File: config.mk
export PLATFORM = sky130hd
export DESIGN_NAME = aglc_top
export DESIGN_NICKNAME = d
export VERILOG_FILES = /design/src/logic/aglc_pkg.sv /design/src/logic/aglc_top.sv
export SDC_FILE = /design/constraint.sdc
export NUM_CORES = 1
export LEC_CHECK = 0
export ABC_AREA = 1
export ABC_CLOCK_PERIOD_IN_PS = 5200
export BUFFER_PORTS_ARGS = -buffer_cell sky130_fd_sc_hd__buf_2
export CORE_UTILIZATION = 57
export DETAILED_ROUTE_END_ITERATION = 12
export HOLD_SLACK_MARGIN = 0.02
export PLACE_DENSITY = 0.83
export SYNTH_ARGS = -nofsm -noshare
export SYNTH_HDL_FRONTEND = slang
export SYNTH_SLANG_ARGS = --single-unit
export TNS_END_PERCENT = 30
File: constraint.sdc
create_clock -name clk_in -period 5.2 [get_ports clk_in]
set_input_delay 1.04 -clock clk_in [delete_from_list [all_inputs] [get_ports clk_in]]
set_output_delay 1.04 -clock clk_in [all_outputs]
set_load 0.05 [all_outputs]
File: src/logic/aglc_pkg.sv
package aglc_pkg;
	localparam int         NREG        = 10;
	localparam logic [3:0] IDX_TMO     = 4'h0;
	localparam logic [3:0] IDX_FMT     = 4'h1;
	localparam logic [3:0] IDX_CLK     = 4'h2;
	localparam logic [3:0] IDX_PWR     = 4'h3;
	localparam logic [3:0] IDX_LG      = 4'h4;
	localparam logic [3:0] IDX_RG      = 4'h5;
	localparam logic [3:0] IDX_LC1     = 4'h6;
	localparam logic [3:0] IDX_LC2     = 4'h7;
	localparam logic [3:0] IDX_MUX     = 4'h8;
	localparam logic [3:0] IDX_ATD     = 4'h9;
	localparam logic [3:0] IDX_NONE    = 4'hF;
	localparam logic [6:0] ADDR_TMO    = 7'h07;
	localparam logic [6:0] ADDR_FMT    = 7'h0B;
	localparam logic [6:0] ADDR_CLK    = 7'h0C;
	localparam logic [6:0] ADDR_PWR    = 7'h0D;
	localparam logic [6:0] ADDR_LG     = 7'h0E;
	localparam logic [6:0] ADDR_RG     = 7'h0F;
	localparam logic [6:0] ADDR_LC1    = 7'h10;
	localparam logic [6:0] ADDR_LC2    = 7'h11;
	localparam logic [6:0] ADDR_ATD    = 7'h12;
	localparam logic [6:0] ADDR_MUX    = 7'h15;
	localparam logic [NREG-1:0][8:0] RESET_REGS = {9'h032, 9'h001, 9'h000, 9'h07B, 9'h0CF,
		9'h0CF, 9'h000, 9'h022, 9'h022, 9'h000};
	localparam int BIT_TOD   = 3;
	localparam int BIT_HPD   = 8;
	localparam int BIT_MS    = 8;
	localparam int BIT_OSR   = 3;
	localparam int BIT_GLOBAL_POWER_DOWN  = 0;
	localparam int BIT_CONVERTER_DISABLE = 1;
	localparam int BIT_INPUT_BUFFER_POWER_DOWN = 6;
	localparam int BIT_ZC    = 8;
	localparam int BIT_LINK  = 8;
	localparam int BIT_MUTEL = 7;
	localparam int BIT_MUTER = 6;
	localparam int BIT_LEVEL_CTRL_ENABLE  = 8;
	localparam int CTRL_ADDR_LSB = 9;
	localparam logic [1:0] FMT_RJ  = 2'h0;
	localparam logic [1:0] WL_24   = 2'h2;
	localparam logic [1:0] WL_32   = 2'h3;
	localparam logic [2:0] RATIO_256 = 3'h2;
	localparam logic [2:0] RATIO_384 = 3'h3;
	localparam logic [2:0] RATIO_512 = 3'h4;
	localparam logic [2:0] RATIO_768 = 3'h5;
	localparam logic [9:0] FRAME_256 = 10'h100;
	localparam logic [9:0] FRAME_384 = 10'h180;
	localparam logic [9:0] FRAME_512 = 10'h200;
	localparam logic [9:0] FRAME_768 = 10'h300;
	localparam int         BCLK_HALF_SHIFT = 7;
	localparam logic [1:0] SEL_LIM = 2'h0;
	localparam logic [1:0] SEL_R   = 2'h1;
	localparam logic [1:0] SEL_L   = 2'h2;
	localparam logic [1:0] SEL_ST  = 2'h3;
	localparam logic [7:0] GAIN_MUTE    = 8'h00;
	localparam logic [7:0] GAIN_PGA_MIN = 8'hA5;
	localparam logic [7:0] GAIN_MAX     = 8'hFF;
	localparam logic [7:0] GAIN_DEFAULT = 8'hCF;
	localparam logic [7:0] LIM_RED_MAX  = 8'h5A;
	localparam logic [3:0] LCT_ALC_MAX  = 4'hD;
	localparam logic [4:0] LCT_FLOOR_DB = 5'h10;
	localparam logic [3:0] TIME_SAT_CODE = 4'hA;
	localparam int CLK_PERIOD_NS   = 8;
	localparam int ZC_TIMEOUT_MCLK = 131072;
	localparam int LIM_ATK_BASE_NS = 250000;
	localparam int LIM_DCY_BASE_NS = 1200000;
	localparam int ALC_ATK_BASE_NS = 8400000;
	localparam int ALC_DCY_BASE_NS = 33600000;
	localparam int LIM_STEPS = 12;
	localparam int ALC_STEPS = 81;
	localparam int LIM_ATK_CYC = LIM_ATK_BASE_NS / (CLK_PERIOD_NS * LIM_STEPS);
	localparam int LIM_DCY_CYC = LIM_DCY_BASE_NS / (CLK_PERIOD_NS * LIM_STEPS);
	localparam int ALC_ATK_CYC = ALC_ATK_BASE_NS / (CLK_PERIOD_NS * ALC_STEPS);
	localparam int ALC_DCY_CYC = ALC_DCY_BASE_NS / (CLK_PERIOD_NS * ALC_STEPS);

	typedef struct packed {
		logic [NREG-1:0][8:0] regs;
		logic [7:0]           lapp;
		logic [7:0]           rapp;
		logic                 lpend;
		logic                 rpend;
		logic [31:0]          lcnt;
		logic [31:0]          rcnt;
		logic [7:0]           red;
		logic [7:0]           alc_l;
		logic [7:0]           alc_r;
		logic [31:0]          step_cnt;
		logic [9:0]           div_cnt;
		logic [3:0]           bclk_cnt;
		logic                 wclk;
		logic                 bclk;
		logic                 clk_oe;
		logic [1:0]           eff_wl;
		logic                 osr;
		logic                 gpd;
		logic                 conv_pd;
		logic                 filt_rst;
		logic                 inbuf_pd;
		logic                 hpf_en;
		logic [7:0]           pga_l;
		logic [7:0]           pga_r;
		logic [7:0]           att_l;
		logic [7:0]           att_r;
		logic                 mute_l;
		logic                 mute_r;
		logic                 lc_on;
	} aglc_state_t;
endpackage : aglc_pkg

File: src/logic/aglc_top.sv
`timescale 1ns/1ps
module aglc_top
	import aglc_pkg::*;
#(
	parameter int ZC_TIMEOUT = ZC_TIMEOUT_MCLK,
	parameter int LIM_ATK    = LIM_ATK_CYC,
	parameter int LIM_DCY    = LIM_DCY_CYC,
	parameter int ALC_ATK    = ALC_ATK_CYC,
	parameter int ALC_DCY    = ALC_DCY_CYC
) (
	input  wire logic        clk_in,
	input  wire logic        srst_in,
	input  wire logic [15:0] ctrl_word_in,
	input  wire logic        ctrl_wr_in,
	input  wire logic        left_zero_cross_in,
	input  wire logic        right_zero_cross_in,
	input  wire logic [4:0]  left_peak_in,
	input  wire logic [4:0]  right_peak_in,
	output logic             word_clock_out,
	output logic             word_clock_oe_out,
	output logic             bit_clock_out,
	output logic             bit_clock_oe_out,
	output logic [1:0]       word_length_out,
	output logic             oversample_select_out,
	output logic             global_power_down_out,
	output logic             converter_disable_out,
	output logic             filter_reset_out,
	output logic             input_buffer_power_down_out,
	output logic             highpass_enable_out,
	output logic [3:0]       input_select_out,
	output logic [7:0]       left_pga_out,
	output logic [7:0]       right_pga_out,
	output logic [7:0]       left_atten_out,
	output logic [7:0]       right_atten_out,
	output logic             left_mute_out,
	output logic             right_mute_out,
	output logic             left_pending_out,
	output logic             right_pending_out,
	output logic             level_ctrl_active_out
);
	aglc_state_t q;
	aglc_state_t d;

	function automatic logic [3:0] reg_index(input logic [6:0] addr);
		case (addr)
			ADDR_TMO: reg_index = IDX_TMO;
			ADDR_FMT: reg_index = IDX_FMT;
			ADDR_CLK: reg_index = IDX_CLK;
			ADDR_PWR: reg_index = IDX_PWR;
			ADDR_LG:  reg_index = IDX_LG;
			ADDR_RG:  reg_index = IDX_RG;
			ADDR_LC1: reg_index = IDX_LC1;
			ADDR_LC2: reg_index = IDX_LC2;
			ADDR_ATD: reg_index = IDX_ATD;
			ADDR_MUX: reg_index = IDX_MUX;
			default:  reg_index = IDX_NONE;
		endcase
	endfunction : reg_index

	function automatic logic [9:0] frame_len(input logic [2:0] ratio);
		case (ratio)
			RATIO_384: frame_len = FRAME_384;
			RATIO_512: frame_len = FRAME_512;
			RATIO_768: frame_len = FRAME_768;
			default:   frame_len = FRAME_256;
		endcase
	endfunction : frame_len

	function automatic logic [7:0] pga_of(input logic [7:0] code);
		pga_of = (code < GAIN_PGA_MIN) ? GAIN_PGA_MIN : code;
	endfunction : pga_of

	function automatic logic [7:0] att_of(input logic [7:0] code);
		att_of = (code < GAIN_PGA_MIN) ? 8'(GAIN_PGA_MIN - code) : GAIN_MUTE;
	endfunction : att_of

	function automatic logic [7:0] sub_floor(input logic [7:0] g, input logic [7:0] r);
		sub_floor = (g < 8'(GAIN_PGA_MIN + r)) || (r > LIM_RED_MAX) ? GAIN_PGA_MIN : 8'(g - r);
	endfunction : sub_floor

	function automatic logic [31:0] step_period(input int base, input logic [3:0] code);
		logic [3:0] sh;
		sh = (code > TIME_SAT_CODE) ? TIME_SAT_CODE : code;
		step_period = 32'(base) << sh;
	endfunction : step_period

	always_comb begin : next_state
		logic [3:0]  widx;
		logic        global_power_down;
		logic        master;
		logic        zero_cross_timeout_disable;
		logic [9:0]  frame;
		logic [3:0]  bhalf;
		logic [7:0]  base_l;
		logic [7:0]  base_r;
		logic        lc;
		logic        lim;
		logic        alc_l_on;
		logic        alc_r_on;
		logic [3:0]  level_threshold;
		logic [4:0]  thr;
		logic [4:0]  pk_max;
		logic        over_l;
		logic        over_r;
		logic        under_l;
		logic        under_r;
		logic        over;
		logic [31:0] period;
		logic        tick;
		widx = reg_index(ctrl_word_in[15:CTRL_ADDR_LSB]);
		global_power_down = q.regs[IDX_PWR][BIT_GLOBAL_POWER_DOWN];
		master = q.regs[IDX_CLK][BIT_MS] && !global_power_down;
		zero_cross_timeout_disable = q.regs[IDX_TMO][BIT_TOD];
		frame = frame_len(q.regs[IDX_CLK][2:0]);
		bhalf = 4'(frame >> BCLK_HALF_SHIFT);
		d = q;
		if (ctrl_wr_in && widx != IDX_NONE) begin
			d.regs[widx] = ctrl_word_in[8:0];
		end
		// Left gain update path
		if (ctrl_wr_in && widx == IDX_LG) begin
			if (ctrl_word_in[BIT_ZC]) begin
				d.lpend = 1'b1;
				d.lcnt = '0;
			end else begin
				d.lapp = ctrl_word_in[7:0];
				d.lpend = 1'b0;
			end
		end else if (q.lpend) begin
			if (left_zero_cross_in || (!zero_cross_timeout_disable && q.lcnt >= 32'(ZC_TIMEOUT - 1))) begin
				d.lapp = q.regs[IDX_LG][7:0];
				d.lpend = 1'b0;
			end else begin
				d.lcnt = 32'(q.lcnt + 32'h1);
			end
		end
		// Right gain update path
		if (ctrl_wr_in && widx == IDX_RG) begin
			if (ctrl_word_in[BIT_ZC]) begin
				d.rpend = 1'b1;
				d.rcnt = '0;
			end else begin
				d.rapp = ctrl_word_in[7:0];
				d.rpend = 1'b0;
			end
		end else if (q.rpend) begin
			if (right_zero_cross_in || (!zero_cross_timeout_disable && q.rcnt >= 32'(ZC_TIMEOUT - 1))) begin
				d.rapp = q.regs[IDX_RG][7:0];
				d.rpend = 1'b0;
			end else begin
				d.rcnt = 32'(q.rcnt + 32'h1);
			end
		end
		// Format, rate and power
		d.eff_wl = (q.regs[IDX_FMT][1:0] == FMT_RJ && q.regs[IDX_FMT][5:4] == WL_32)
			? WL_24 : q.regs[IDX_FMT][5:4];
		d.osr = q.regs[IDX_CLK][BIT_OSR];
		d.hpf_en = !q.regs[IDX_FMT][BIT_HPD];
		d.gpd = global_power_down;
		d.conv_pd = global_power_down || q.regs[IDX_PWR][BIT_CONVERTER_DISABLE];
		d.filt_rst = global_power_down || q.regs[IDX_PWR][BIT_CONVERTER_DISABLE];
		d.inbuf_pd = global_power_down || q.regs[IDX_PWR][BIT_INPUT_BUFFER_POWER_DOWN];
		// Master clock dividers
		d.clk_oe = master;
		if (!master) begin
			d.div_cnt = '0;
			d.bclk_cnt = '0;
			d.wclk = 1'b0;
			d.bclk = 1'b0;
		end else begin
			d.div_cnt = (q.div_cnt >= 10'(frame - 10'h1)) ? '0 : 10'(q.div_cnt + 10'h1);
			d.wclk = (d.div_cnt < (frame >> 1));
			if (q.bclk_cnt >= 4'(bhalf - 4'h1)) begin
				d.bclk_cnt = '0;
				d.bclk = !q.bclk;
			end else begin
				d.bclk_cnt = 4'(q.bclk_cnt + 4'h1);
			end
		end
		// Level control
		base_l = q.lapp;
		base_r = q.regs[IDX_MUX][BIT_LINK] ? q.lapp : q.rapp;
		lc = q.regs[IDX_LC2][BIT_LEVEL_CTRL_ENABLE] && !global_power_down;
		lim = lc && q.regs[IDX_LC1][8:7] == SEL_LIM;
		alc_l_on = lc && (q.regs[IDX_LC1][8:7] == SEL_L || q.regs[IDX_LC1][8:7] == SEL_ST);
		alc_r_on = lc && (q.regs[IDX_LC1][8:7] == SEL_R || q.regs[IDX_LC1][8:7] == SEL_ST);
		level_threshold = q.regs[IDX_LC1][3:0];
		if (!lim && level_threshold > LCT_ALC_MAX) begin
			level_threshold = LCT_ALC_MAX;
		end
		thr = 5'(LCT_FLOOR_DB - {1'b0, level_threshold});
		pk_max = (left_peak_in < right_peak_in) ? left_peak_in : right_peak_in;
		over_l = left_peak_in < thr;
		over_r = right_peak_in < thr;
		under_l = left_peak_in > thr;
		under_r = right_peak_in > thr;
		over = lim ? (pk_max < thr) : ((alc_l_on && over_l) || (alc_r_on && over_r));
		if (over) begin
			period = step_period(lim ? LIM_ATK : ALC_ATK, q.regs[IDX_ATD][3:0]);
		end else begin
			period = step_period(lim ? LIM_DCY : ALC_DCY, q.regs[IDX_ATD][7:4]);
		end
		tick = q.step_cnt >= 32'(period - 32'h1);
		d.step_cnt = (!lc || tick) ? '0 : 32'(q.step_cnt + 32'h1);
		if (!lim) begin
			d.red = '0;
		end else if (tick) begin
			if (over && q.red < LIM_RED_MAX) begin
				d.red = 8'(q.red + 8'h1);
			end else if (!over && q.red != 8'h00) begin
				d.red = 8'(q.red - 8'h1);
			end
		end
		if (!alc_l_on) begin
			d.alc_l = pga_of(base_l);
		end else if (tick) begin
			if (over_l && q.alc_l > GAIN_PGA_MIN) begin
				d.alc_l = 8'(q.alc_l - 8'h1);
			end else if (under_l && q.alc_l < GAIN_MAX) begin
				d.alc_l = 8'(q.alc_l + 8'h1);
			end
		end
		if (!alc_r_on) begin
			d.alc_r = pga_of(base_r);
		end else if (tick) begin
			if (over_r && q.alc_r > GAIN_PGA_MIN) begin
				d.alc_r = 8'(q.alc_r - 8'h1);
			end else if (under_r && q.alc_r < GAIN_MAX) begin
				d.alc_r = 8'(q.alc_r + 8'h1);
			end
		end
		d.pga_l = alc_l_on ? q.alc_l : sub_floor(pga_of(base_l), q.red);
		d.pga_r = alc_r_on ? q.alc_r : sub_floor(pga_of(base_r), q.red);
		d.att_l = att_of(base_l);
		d.att_r = att_of(base_r);
		d.mute_l = base_l == GAIN_MUTE || q.regs[IDX_MUX][BIT_MUTEL];
		d.mute_r = base_r == GAIN_MUTE || q.regs[IDX_MUX][BIT_MUTER];
		d.lc_on = lc;
	end

	always_ff @(posedge clk_in) begin
		if (srst_in) begin
			q <= '0;
			q.regs <= RESET_REGS;
			q.lapp <= GAIN_DEFAULT;
			q.rapp <= GAIN_DEFAULT;
			q.pga_l <= GAIN_DEFAULT;
			q.pga_r <= GAIN_DEFAULT;
			q.eff_wl <= WL_24;
			q.hpf_en <= 1'b1;
		end else begin
			q <= d;
		end
	end

	assign word_clock_out = q.wclk;
	assign word_clock_oe_out = q.clk_oe;
	assign bit_clock_out = q.bclk;
	assign bit_clock_oe_out = q.clk_oe;
	assign word_length_out = q.eff_wl;
	assign oversample_select_out = q.osr;
	assign global_power_down_out = q.gpd;
	assign converter_disable_out = q.conv_pd;
	assign filter_reset_out = q.filt_rst;
	assign input_buffer_power_down_out = q.inbuf_pd;
	assign highpass_enable_out = q.hpf_en;
	assign input_select_out = q.regs[IDX_MUX][3:0];
	assign left_pga_out = q.pga_l;
	assign right_pga_out = q.pga_r;
	assign left_atten_out = q.att_l;
	assign right_atten_out = q.att_r;
	assign left_mute_out = q.mute_l;
	assign right_mute_out = q.mute_r;
	assign left_pending_out = q.lpend;
	assign right_pending_out = q.rpend;
	assign level_ctrl_active_out = q.lc_on;

	property p_rj32;
		@(posedge clk_in) disable iff (srst_in)
		(q.regs[IDX_FMT][1:0] == FMT_RJ && q.regs[IDX_FMT][5:4] == WL_32) |=> word_length_out == WL_24;
	endproperty
	a_rj32: assert property (p_rj32) else $error("RJ 32-bit not reduced to 24");

	property p_master;
		@(posedge clk_in) disable iff (srst_in)
		(q.regs[IDX_CLK][BIT_MS] && !q.regs[IDX_PWR][BIT_GLOBAL_POWER_DOWN]) |=> word_clock_oe_out && bit_clock_oe_out;
	endproperty
	a_master: assert property (p_master) else $error("Master mode clocks not driven");

	property p_slave_quiet;
		@(posedge clk_in) disable iff (srst_in)
		!q.regs[IDX_CLK][BIT_MS] |=> !word_clock_oe_out && !word_clock_out;
	endproperty
	a_slave_quiet: assert property (p_slave_quiet) else $error("Slave mode drives clock");

	property p_gpd;
		@(posedge clk_in) disable iff (srst_in)
		q.regs[IDX_PWR][BIT_GLOBAL_POWER_DOWN] |=> converter_disable_out && input_buffer_power_down_out
			&& filter_reset_out && !level_ctrl_active_out;
	endproperty
	a_gpd: assert property (p_gpd) else $error("Global power-down not overriding");

	property p_conv;
		@(posedge clk_in) disable iff (srst_in)
		$fell(converter_disable_out) |-> !filter_reset_out && !global_power_down_out;
	endproperty
	a_conv: assert property (p_conv) else $error("Filter reset outlives disable");

	property p_pga_floor;
		@(posedge clk_in) disable iff (srst_in)
		left_pga_out >= GAIN_PGA_MIN && right_pga_out >= GAIN_PGA_MIN;
	endproperty
	a_pga_floor: assert property (p_pga_floor) else $error("PGA below minimum");

	property p_mute;
		@(posedge clk_in) disable iff (srst_in)
		q.regs[IDX_MUX][BIT_MUTEL] |=> left_mute_out;
	endproperty
	a_mute: assert property (p_mute) else $error("Left mute not applied");

	property p_timeout;
		@(posedge clk_in) disable iff (srst_in)
		(q.lpend && !q.regs[IDX_TMO][BIT_TOD] && q.lcnt >= 32'(ZC_TIMEOUT - 1) && !ctrl_wr_in)
			|=> !left_pending_out;
	endproperty
	a_timeout: assert property (p_timeout) else $error("Zero-cross timeout overrun");

	property p_hpf;
		@(posedge clk_in) disable iff (srst_in)
		q.regs[IDX_FMT][BIT_HPD] |=> !highpass_enable_out;
	endproperty
	a_hpf: assert property (p_hpf) else $error("High-pass not bypassed");

	property p_lim_ceiling;
		@(posedge clk_in) disable iff (srst_in)
		($past(q.lc_on) && $past(q.regs[IDX_LC1][8:7]) == SEL_LIM && $stable(q.lapp))
			|-> left_pga_out <= pga_of(q.lapp);
	endproperty
	a_lim_ceiling: assert property (p_lim_ceiling) else $error("Limiter raised gain");

	property p_link;
		@(posedge clk_in) disable iff (srst_in)
		($past(q.regs[IDX_MUX][BIT_LINK]) && !$past(q.lc_on) && !$past(q.regs[IDX_LC2][BIT_LEVEL_CTRL_ENABLE]))
			|-> right_pga_out == left_pga_out;
	endproperty
	a_link: assert property (p_link) else $error("Right PGA not following left");
endmodule : aglc_top

==> impl_metrics.csv, run 1 <==
group,metric,value,unit
synth,synth_ff_type,"dfxtp_1",
worst_setup_path,crit_required,5.65,ns
synth,netlist.area_leader.share,0.294,
status,outcome,"completed",
worst_setup_path,crit_path_frequent_cell,"nand2_1",
worst_hold_path,hold_path.class,"register to register",
cts,insertion_delay,0.56,ns
pwr,switching_share,0.244,
place,hpwl,34100,um
synth,avgSynthCellArea,6.90,sq um
synth,synthTopCellsByArea,"dfxtp_1, nand2_1, ha_1, inv_1, a21oi_1",
route,drc,0,
place,dp_slack,-0.318,ns
global_routing,track_usage,0.294,
floorplanning,fp.dieArea,0.0304,sq mm
place,gp_congestion,1.01,
cts,numCtsBuffers,28,
worst_setup_path,cp-start-kind,"input port",
timing,maxSlewHeadroom,0.336,
timing,slew_violations,0,
floorplanning,core-area,0.0289,sq mm
timing,timing.final.crit_share,0.918,
cts,cts_tree,"yes",
synth,synth_edf_count,0,
worst_setup_path,worstSetupPathType,"input port to register",
finish,final_nets,2688,
finish,syn_to_final_growth,10.6,%
synth,synth_warnings,0,
route,first_pass_iters,5,
global_routing,grt_overflow,0,
pwr,power_density,229,mW/mm^2
global_routing,grt_pass1_wl,74900,um
worst_setup_path,critPathMaxFanout,17,
floorplanning,rows,62,
flow_run,cap_viol_max_count,0,
worst_setup_path,crit_path_end_kind,"register",
route,drt-total-wl,45100,um
synth,syn_inst,2453,
pwr,p_switching,1050,uW
timing,finalSetupViolations,0,
pwr,pwr-share-clk,0.478,
finish,final_layout_size_suffix_gt1_frac,0.109,
global_routing,grt_pass1_vias,15900,
worst_setup_path,slowest_stage,"ha_1",
cts,cts.reportedPaths.clkPinSlew,0.06,ns
cts,clockBufferDepth,3,
floorplanning,initial_utilization,0.585,
global_routing,antenna_found_initial,1,
pwr,ir_worst_vdd,0.205,mV
route,antenna_left,0,
timing,grt_setup_unrepaired,"false",
synth,async_reset_ff_frac,0,
pwr,p_total,4290,uW
synth,seq_area_frac_synth,0.294,
floorplanning,die_h,174,um
worst_setup_path,critical_path.max_stage_delay,0.32,ns
synth,ys_top_cells_by_count,"nand2_1, inv_1, dfxtp_1, nor2_1, a21oi_1",
pwr,p_int,3240,uW
synth,synth-seq-cells,249,
route,viasPerCell,5.67,
timing,fmax,209,MHz
route,vias,16651,
synth,yosysUniqueCellTypes,62,
route,wl_per_cell,15.4,um
cts,cts.sinks,249,
cts,cts_hold_buf,0,
synth,synth_area_leader_cell,"dfxtp_1",
cts,ctsRootBufferMaster,"clkbuf_16",
synth,yosysMostFrequentCell,"nand2_1",
cts,cts_max_level,1,
timing,fin_skew,0.0165,ns
timing,hold_violations,0,
worst_setup_path,cp.arrival,5.23,ns
pwr,combPwrFrac,0.073,
pwr,seqPwrFrac,0.449,
global_routing,grt_max_degree,88,
timing,min_period,4.77,ns
route,drt_iter0_markers,1332,
place,numPortBuffers,83,
timing,layout_setup_ws,0.426,ns
synth,syn_area,0.0169,sq mm
pwr,leakage,0.00818,uW
floorplanning,die_w,174,um
floorplanning,ios,84,
timing,worst_slew_pin_slew,0.996,ns
==> critical path: cells and delay by family <==
kind,cells,cell delay (ns)
xor+xnor,1,0.16
fa+ha+maj,3,0.88
simple gates,14,1.23
buf+inv,6,0.73
compound gates,8,1.18
==> sequential cells by signal (all words and copies together), names as in the netlist, 4 cells and up <==
register / flops
q: 187
left_atten_out: 8
left_pga_out: 8
next_state.base_l: 8
right_atten_out: 8
right_pga_out: 8
input_select_out: 4
==> timing repair <==
action / CTS / global route
setup buffers: 0 / 0
setup endpoints to repair: 0 / 46
resized for setup: 0 / 13
==> final timing paths <==
check / startpoint / to / slack, ns / cells past startpoint
worst max-delay path: right_peak_in[4] / q[111] / 0.43 / 32
worst min-delay path: q[50] / q[50] / 0.45 / 1
worst max register to register: q[285] / q[111] / 0.63 / 29
worst min register to register: q[50] / q[50] / 0.45 / 1
==> routing by layer <==
layer  global-route usage  part of all wire  up-vias
li1                     -                 -     8287
met1                0.364              0.44     7707
met2                0.508              0.47      539
met3               0.0409             0.058      118
met4                0.122             0.040        0
met5                    0                 0        -
==> layout by cell type (no fill, tap or decap), drive strengths merged, types with 15 or more instances in the layout <==
| master | instances |
|---|---|
| inv | 298 |
| o211ai | 30 |
| ha | 122 |
| buf | 144 |
| nand4 | 60 |
| nand3b | 47 |
| nand3 | 104 |
| clkinv | 15 |
| a21oi | 183 |
| dfxtp | 249 |
| o21ai | 159 |
| clkbuf | 37 |
| xor2 | 78 |
| nand2 | 542 |
| xnor2 | 26 |
| nor3 | 60 |
| nor2 | 246 |
| nor4 | 34 |
==> metrics by stage <==
step | area (sq um) | setup TNS, ns | utilization | hold WS [ns] | cells
3_3_place_gp | 17700 | -2.18 | 0.612 | 0.425 | 2884
4_1_cts | 18700 | 0 | 0.646 | 0.449 | 2935
6_report | 18700 | 0 | 0.647 | 0.445 | 2936
2_1_floorplan | 17000 | 0 | - | 0.366 | 2460
5_1_grt | 18700 | 0 | 0.647 | 0.466 | 2935
3_5_place_dp | 17700 | -9.92 | 0.612 | 0.424 | 2884
==> power groups by stage <==
stage	Combinational [uW]	Clock, uW	Sequential, uW
after detailed placement	304	0	1970
after global placement	297	0	1970
after CTS	306	2070	1930
after global routing	346	2150	1930
final	313	2050	1930
after floorplan	207	0	1970
==> logic make-up (layout without fill, tap and decap cells) <==
family	Yosys count	in the layout	synth area share
AND/OR/NAND/NOR	1117	1117	0.303
buffers and inverters	409	500	0.104
AO/OA/AOI/OAI	446	446	0.148
XOR/XNOR	104	104	0.0538
other	1	9	0.000222
adder cells (fa/ha/maj)	127	127	0.0961
flip-flops	249	249	0.294
==> cell type report <==
class	instances	area [sq um]
Antenna cell	1	2.50
Fill cell	2576	10200
Inverter	305	1150
Multi-Input combinational cell	1802	10200
Tap cell	384	480
Sequential cell	249	4980
Timing Repair Buffer	144	898
Clock inverter	14	181
Clock buffer	37	785
(Power assumes the default switching activity.)
==> inputs of run 2 (changes only) <==
--- a/config.mk
+++ b/config.mk
@@ -8,10 +8,10 @@
 export ABC_AREA = 1
 export ABC_CLOCK_PERIOD_IN_PS = 5200
 export BUFFER_PORTS_ARGS = -buffer_cell sky130_fd_sc_hd__buf_2
-export CORE_UTILIZATION = 57
+export CORE_UTILIZATION = 45
 export DETAILED_ROUTE_END_ITERATION = 12
 export HOLD_SLACK_MARGIN = 0.02
-export PLACE_DENSITY = 0.83
+export PLACE_DENSITY = 0.69
 export SYNTH_ARGS = -nofsm -noshare
 export SYNTH_HDL_FRONTEND = slang
 export SYNTH_SLANG_ARGS = --single-unit
==> impl_metrics.csv, run 2 (synthesized netlist as in run 1, its figures left out) <==
group,metric,value,unit
route,vias,16329,
route,drt-total-wl,45900,um
global_routing,grt_pass1_wl,76100,um
timing,maxSlewHeadroom,0.387,
finish,num-fill-cells,3644,
place,gp_congestion,0.970,
route,drc,0,
worst_hold_path,min_path_cells,1,
pwr,ir_worst_vdd,0.282,mV
status,outcome,"completed",
finish,finish.utilization,0.515,
route,drt_iter0_markers,1050,
finish,final_common_cell,"nand2_1",
pwr,leakage,0.00823,uW
global_routing,track_usage,0.239,
timing,slew_violations,0,
pwr,pwr-share-clk,0.489,
finish,final_nets,2697,
finish,final_layout_size_suffix_gt1_frac,0.114,
cts,cts_setup_buffers,0,
finish,multi_input_area,0.0103,sq mm
worst_setup_path,crit_required,5.64,ns
worst_setup_path,critical_path.max_stage_delay,0.30,ns
global_routing,grt_max_degree,82,
finish,syn_to_final_growth,12.0,%
timing,grt_setup_unrepaired,"true",
floorplanning,core-area,0.0368,sq mm
cts,cts.sinks,249,
worst_setup_path,cp.arrival,5.29,ns
pwr,power_density,232,mW/mm^2
worst_setup_path,cp-start-kind,"input port",
worst_setup_path,crit_path_end_kind,"register",
finish,seqCellArea,0.00498,sq mm
floorplanning,die_h,196,um
floorplanning,rows,70,
cts,cts_hold_buf,0,
floorplanning,initial_utilization,0.460,
timing,tns,0,ns
worst_setup_path,r2r.worst_path.cells,24,
floorplanning,ios,84,
route,wl_per_cell,15.1,um
timing,fin_skew,0.0421,ns
worst_setup_path,slowest_stage,"ha_1",
cts,cts.reportedPaths.clkPinSlew,0.06,ns
timing,min_period,4.84,ns
route,first_pass_iters,6,
cts,numCtsBuffers,28,
place,placed_area,0.0179,sq mm
place,dp_slack,-0.336,ns
worst_hold_path,hold_path.class,"register to register",
finish,layout_common_cells,"nand2_1, inv_1, dfxtp_1",
pwr,p_switching,1060,uW
timing,timing.final.crit_share,0.932,
worst_setup_path,critPathMaxFanout,9,
cts,cts.repair.resized,0,
pwr,combPwrFrac,0.072,
pwr,switching_share,0.241,
cts,cts_tree,"yes",
route,antenna_left,0,
global_routing,grt_pass1_vias,15552,
pwr,p_total,4390,uW
timing,fmax,206,MHz
worst_setup_path,crit_path_frequent_cell,"nand2_1",
cts,ctsRootBufferMaster,"clkbuf_16",
timing,worst_slew_pin_slew,0.919,ns
pwr,p_int,3330,uW
global_routing,antenna_found_initial,4,
route,viasPerCell,5.39,
finish,regMostFlops,"q",
timing,finalSetupViolations,0,
place,numPortBuffers,83,
timing,hold_violations,0,
cts,clockBufferDepth,3,
floorplanning,fp.dieArea,0.0384,sq mm
flow_run,cap_viol_max_count,0,
timing,layout_setup_ws,0.356,ns
floorplanning,die_w,196,um
place,hpwl,35700,um
pwr,seqPwrFrac,0.439,
worst_setup_path,worstSetupPathType,"input port to register",
global_routing,grt_overflow,0,
finish,design_area,0.0190,sq mm
cts,insertion_delay,0.59,ns
finish,largest_reg_flops,187,
cts,cts_max_level,1,
[run 2: cell type report]
cell class / count / area share
clock buffer: 36 / 0.0407
timing repair buffer: 153 / 0.0507
antenna: 1 / 0.000132
multi-input combinational: 1802 / 0.541
inverter: 305 / 0.0606
sequential: 249 / 0.263
clock inverter: 16 / 0.0131
tap: 468 / 0.0309
[run 2: metrics by stage]
stage / hold slack (ns) / instances
floorplan: 0.366 / 2460
detailed placement: 0.437 / 2977
global route: 0.464 / 3030
finish: 0.443 / 3030
CTS: 0.449 / 3029
global placement: 0.427 / 2977
[run 2: path summary, 6_finish.rpt]
kind	slack, ns	end	startpoint
worst max-delay path	0.36	q[101]	right_peak_in[4]
worst min-delay path	0.44	highpass_enable_out	q[215]
worst max register to register	0.54	q[101]	q[286]
worst min register to register	0.44	highpass_enable_out	q[215]
[run 2: routing by layer]
metal	share of wire	vias to the layer above	GRT usage
li1	-	8283	-
met2	0.47	390	0.411
met5	0.00087	-	0
met4	0.028	6	0.0735
met1	0.45	7563	0.309
met3	0.048	87	0.0313
[run 2: critical path, delay by kind of cell]
kind	cells	cell delay (ns)
simple gates	13	1.24
compound gates	9	1.14
fa+ha+maj	3	0.88
buf+inv	7	0.77
xor+xnor	1	0.21
[run 2: power by group through the flow]
stage                     clock network [uW]  logic [uW]  registers (uW)
after CTS                               2200         312            1930
after global routing                    2280         352            1930
final                                   2150         315            1930
after floorplan                            0         207            1970
after global placement                     0         303            1970
after detailed placement                   0         310            1970
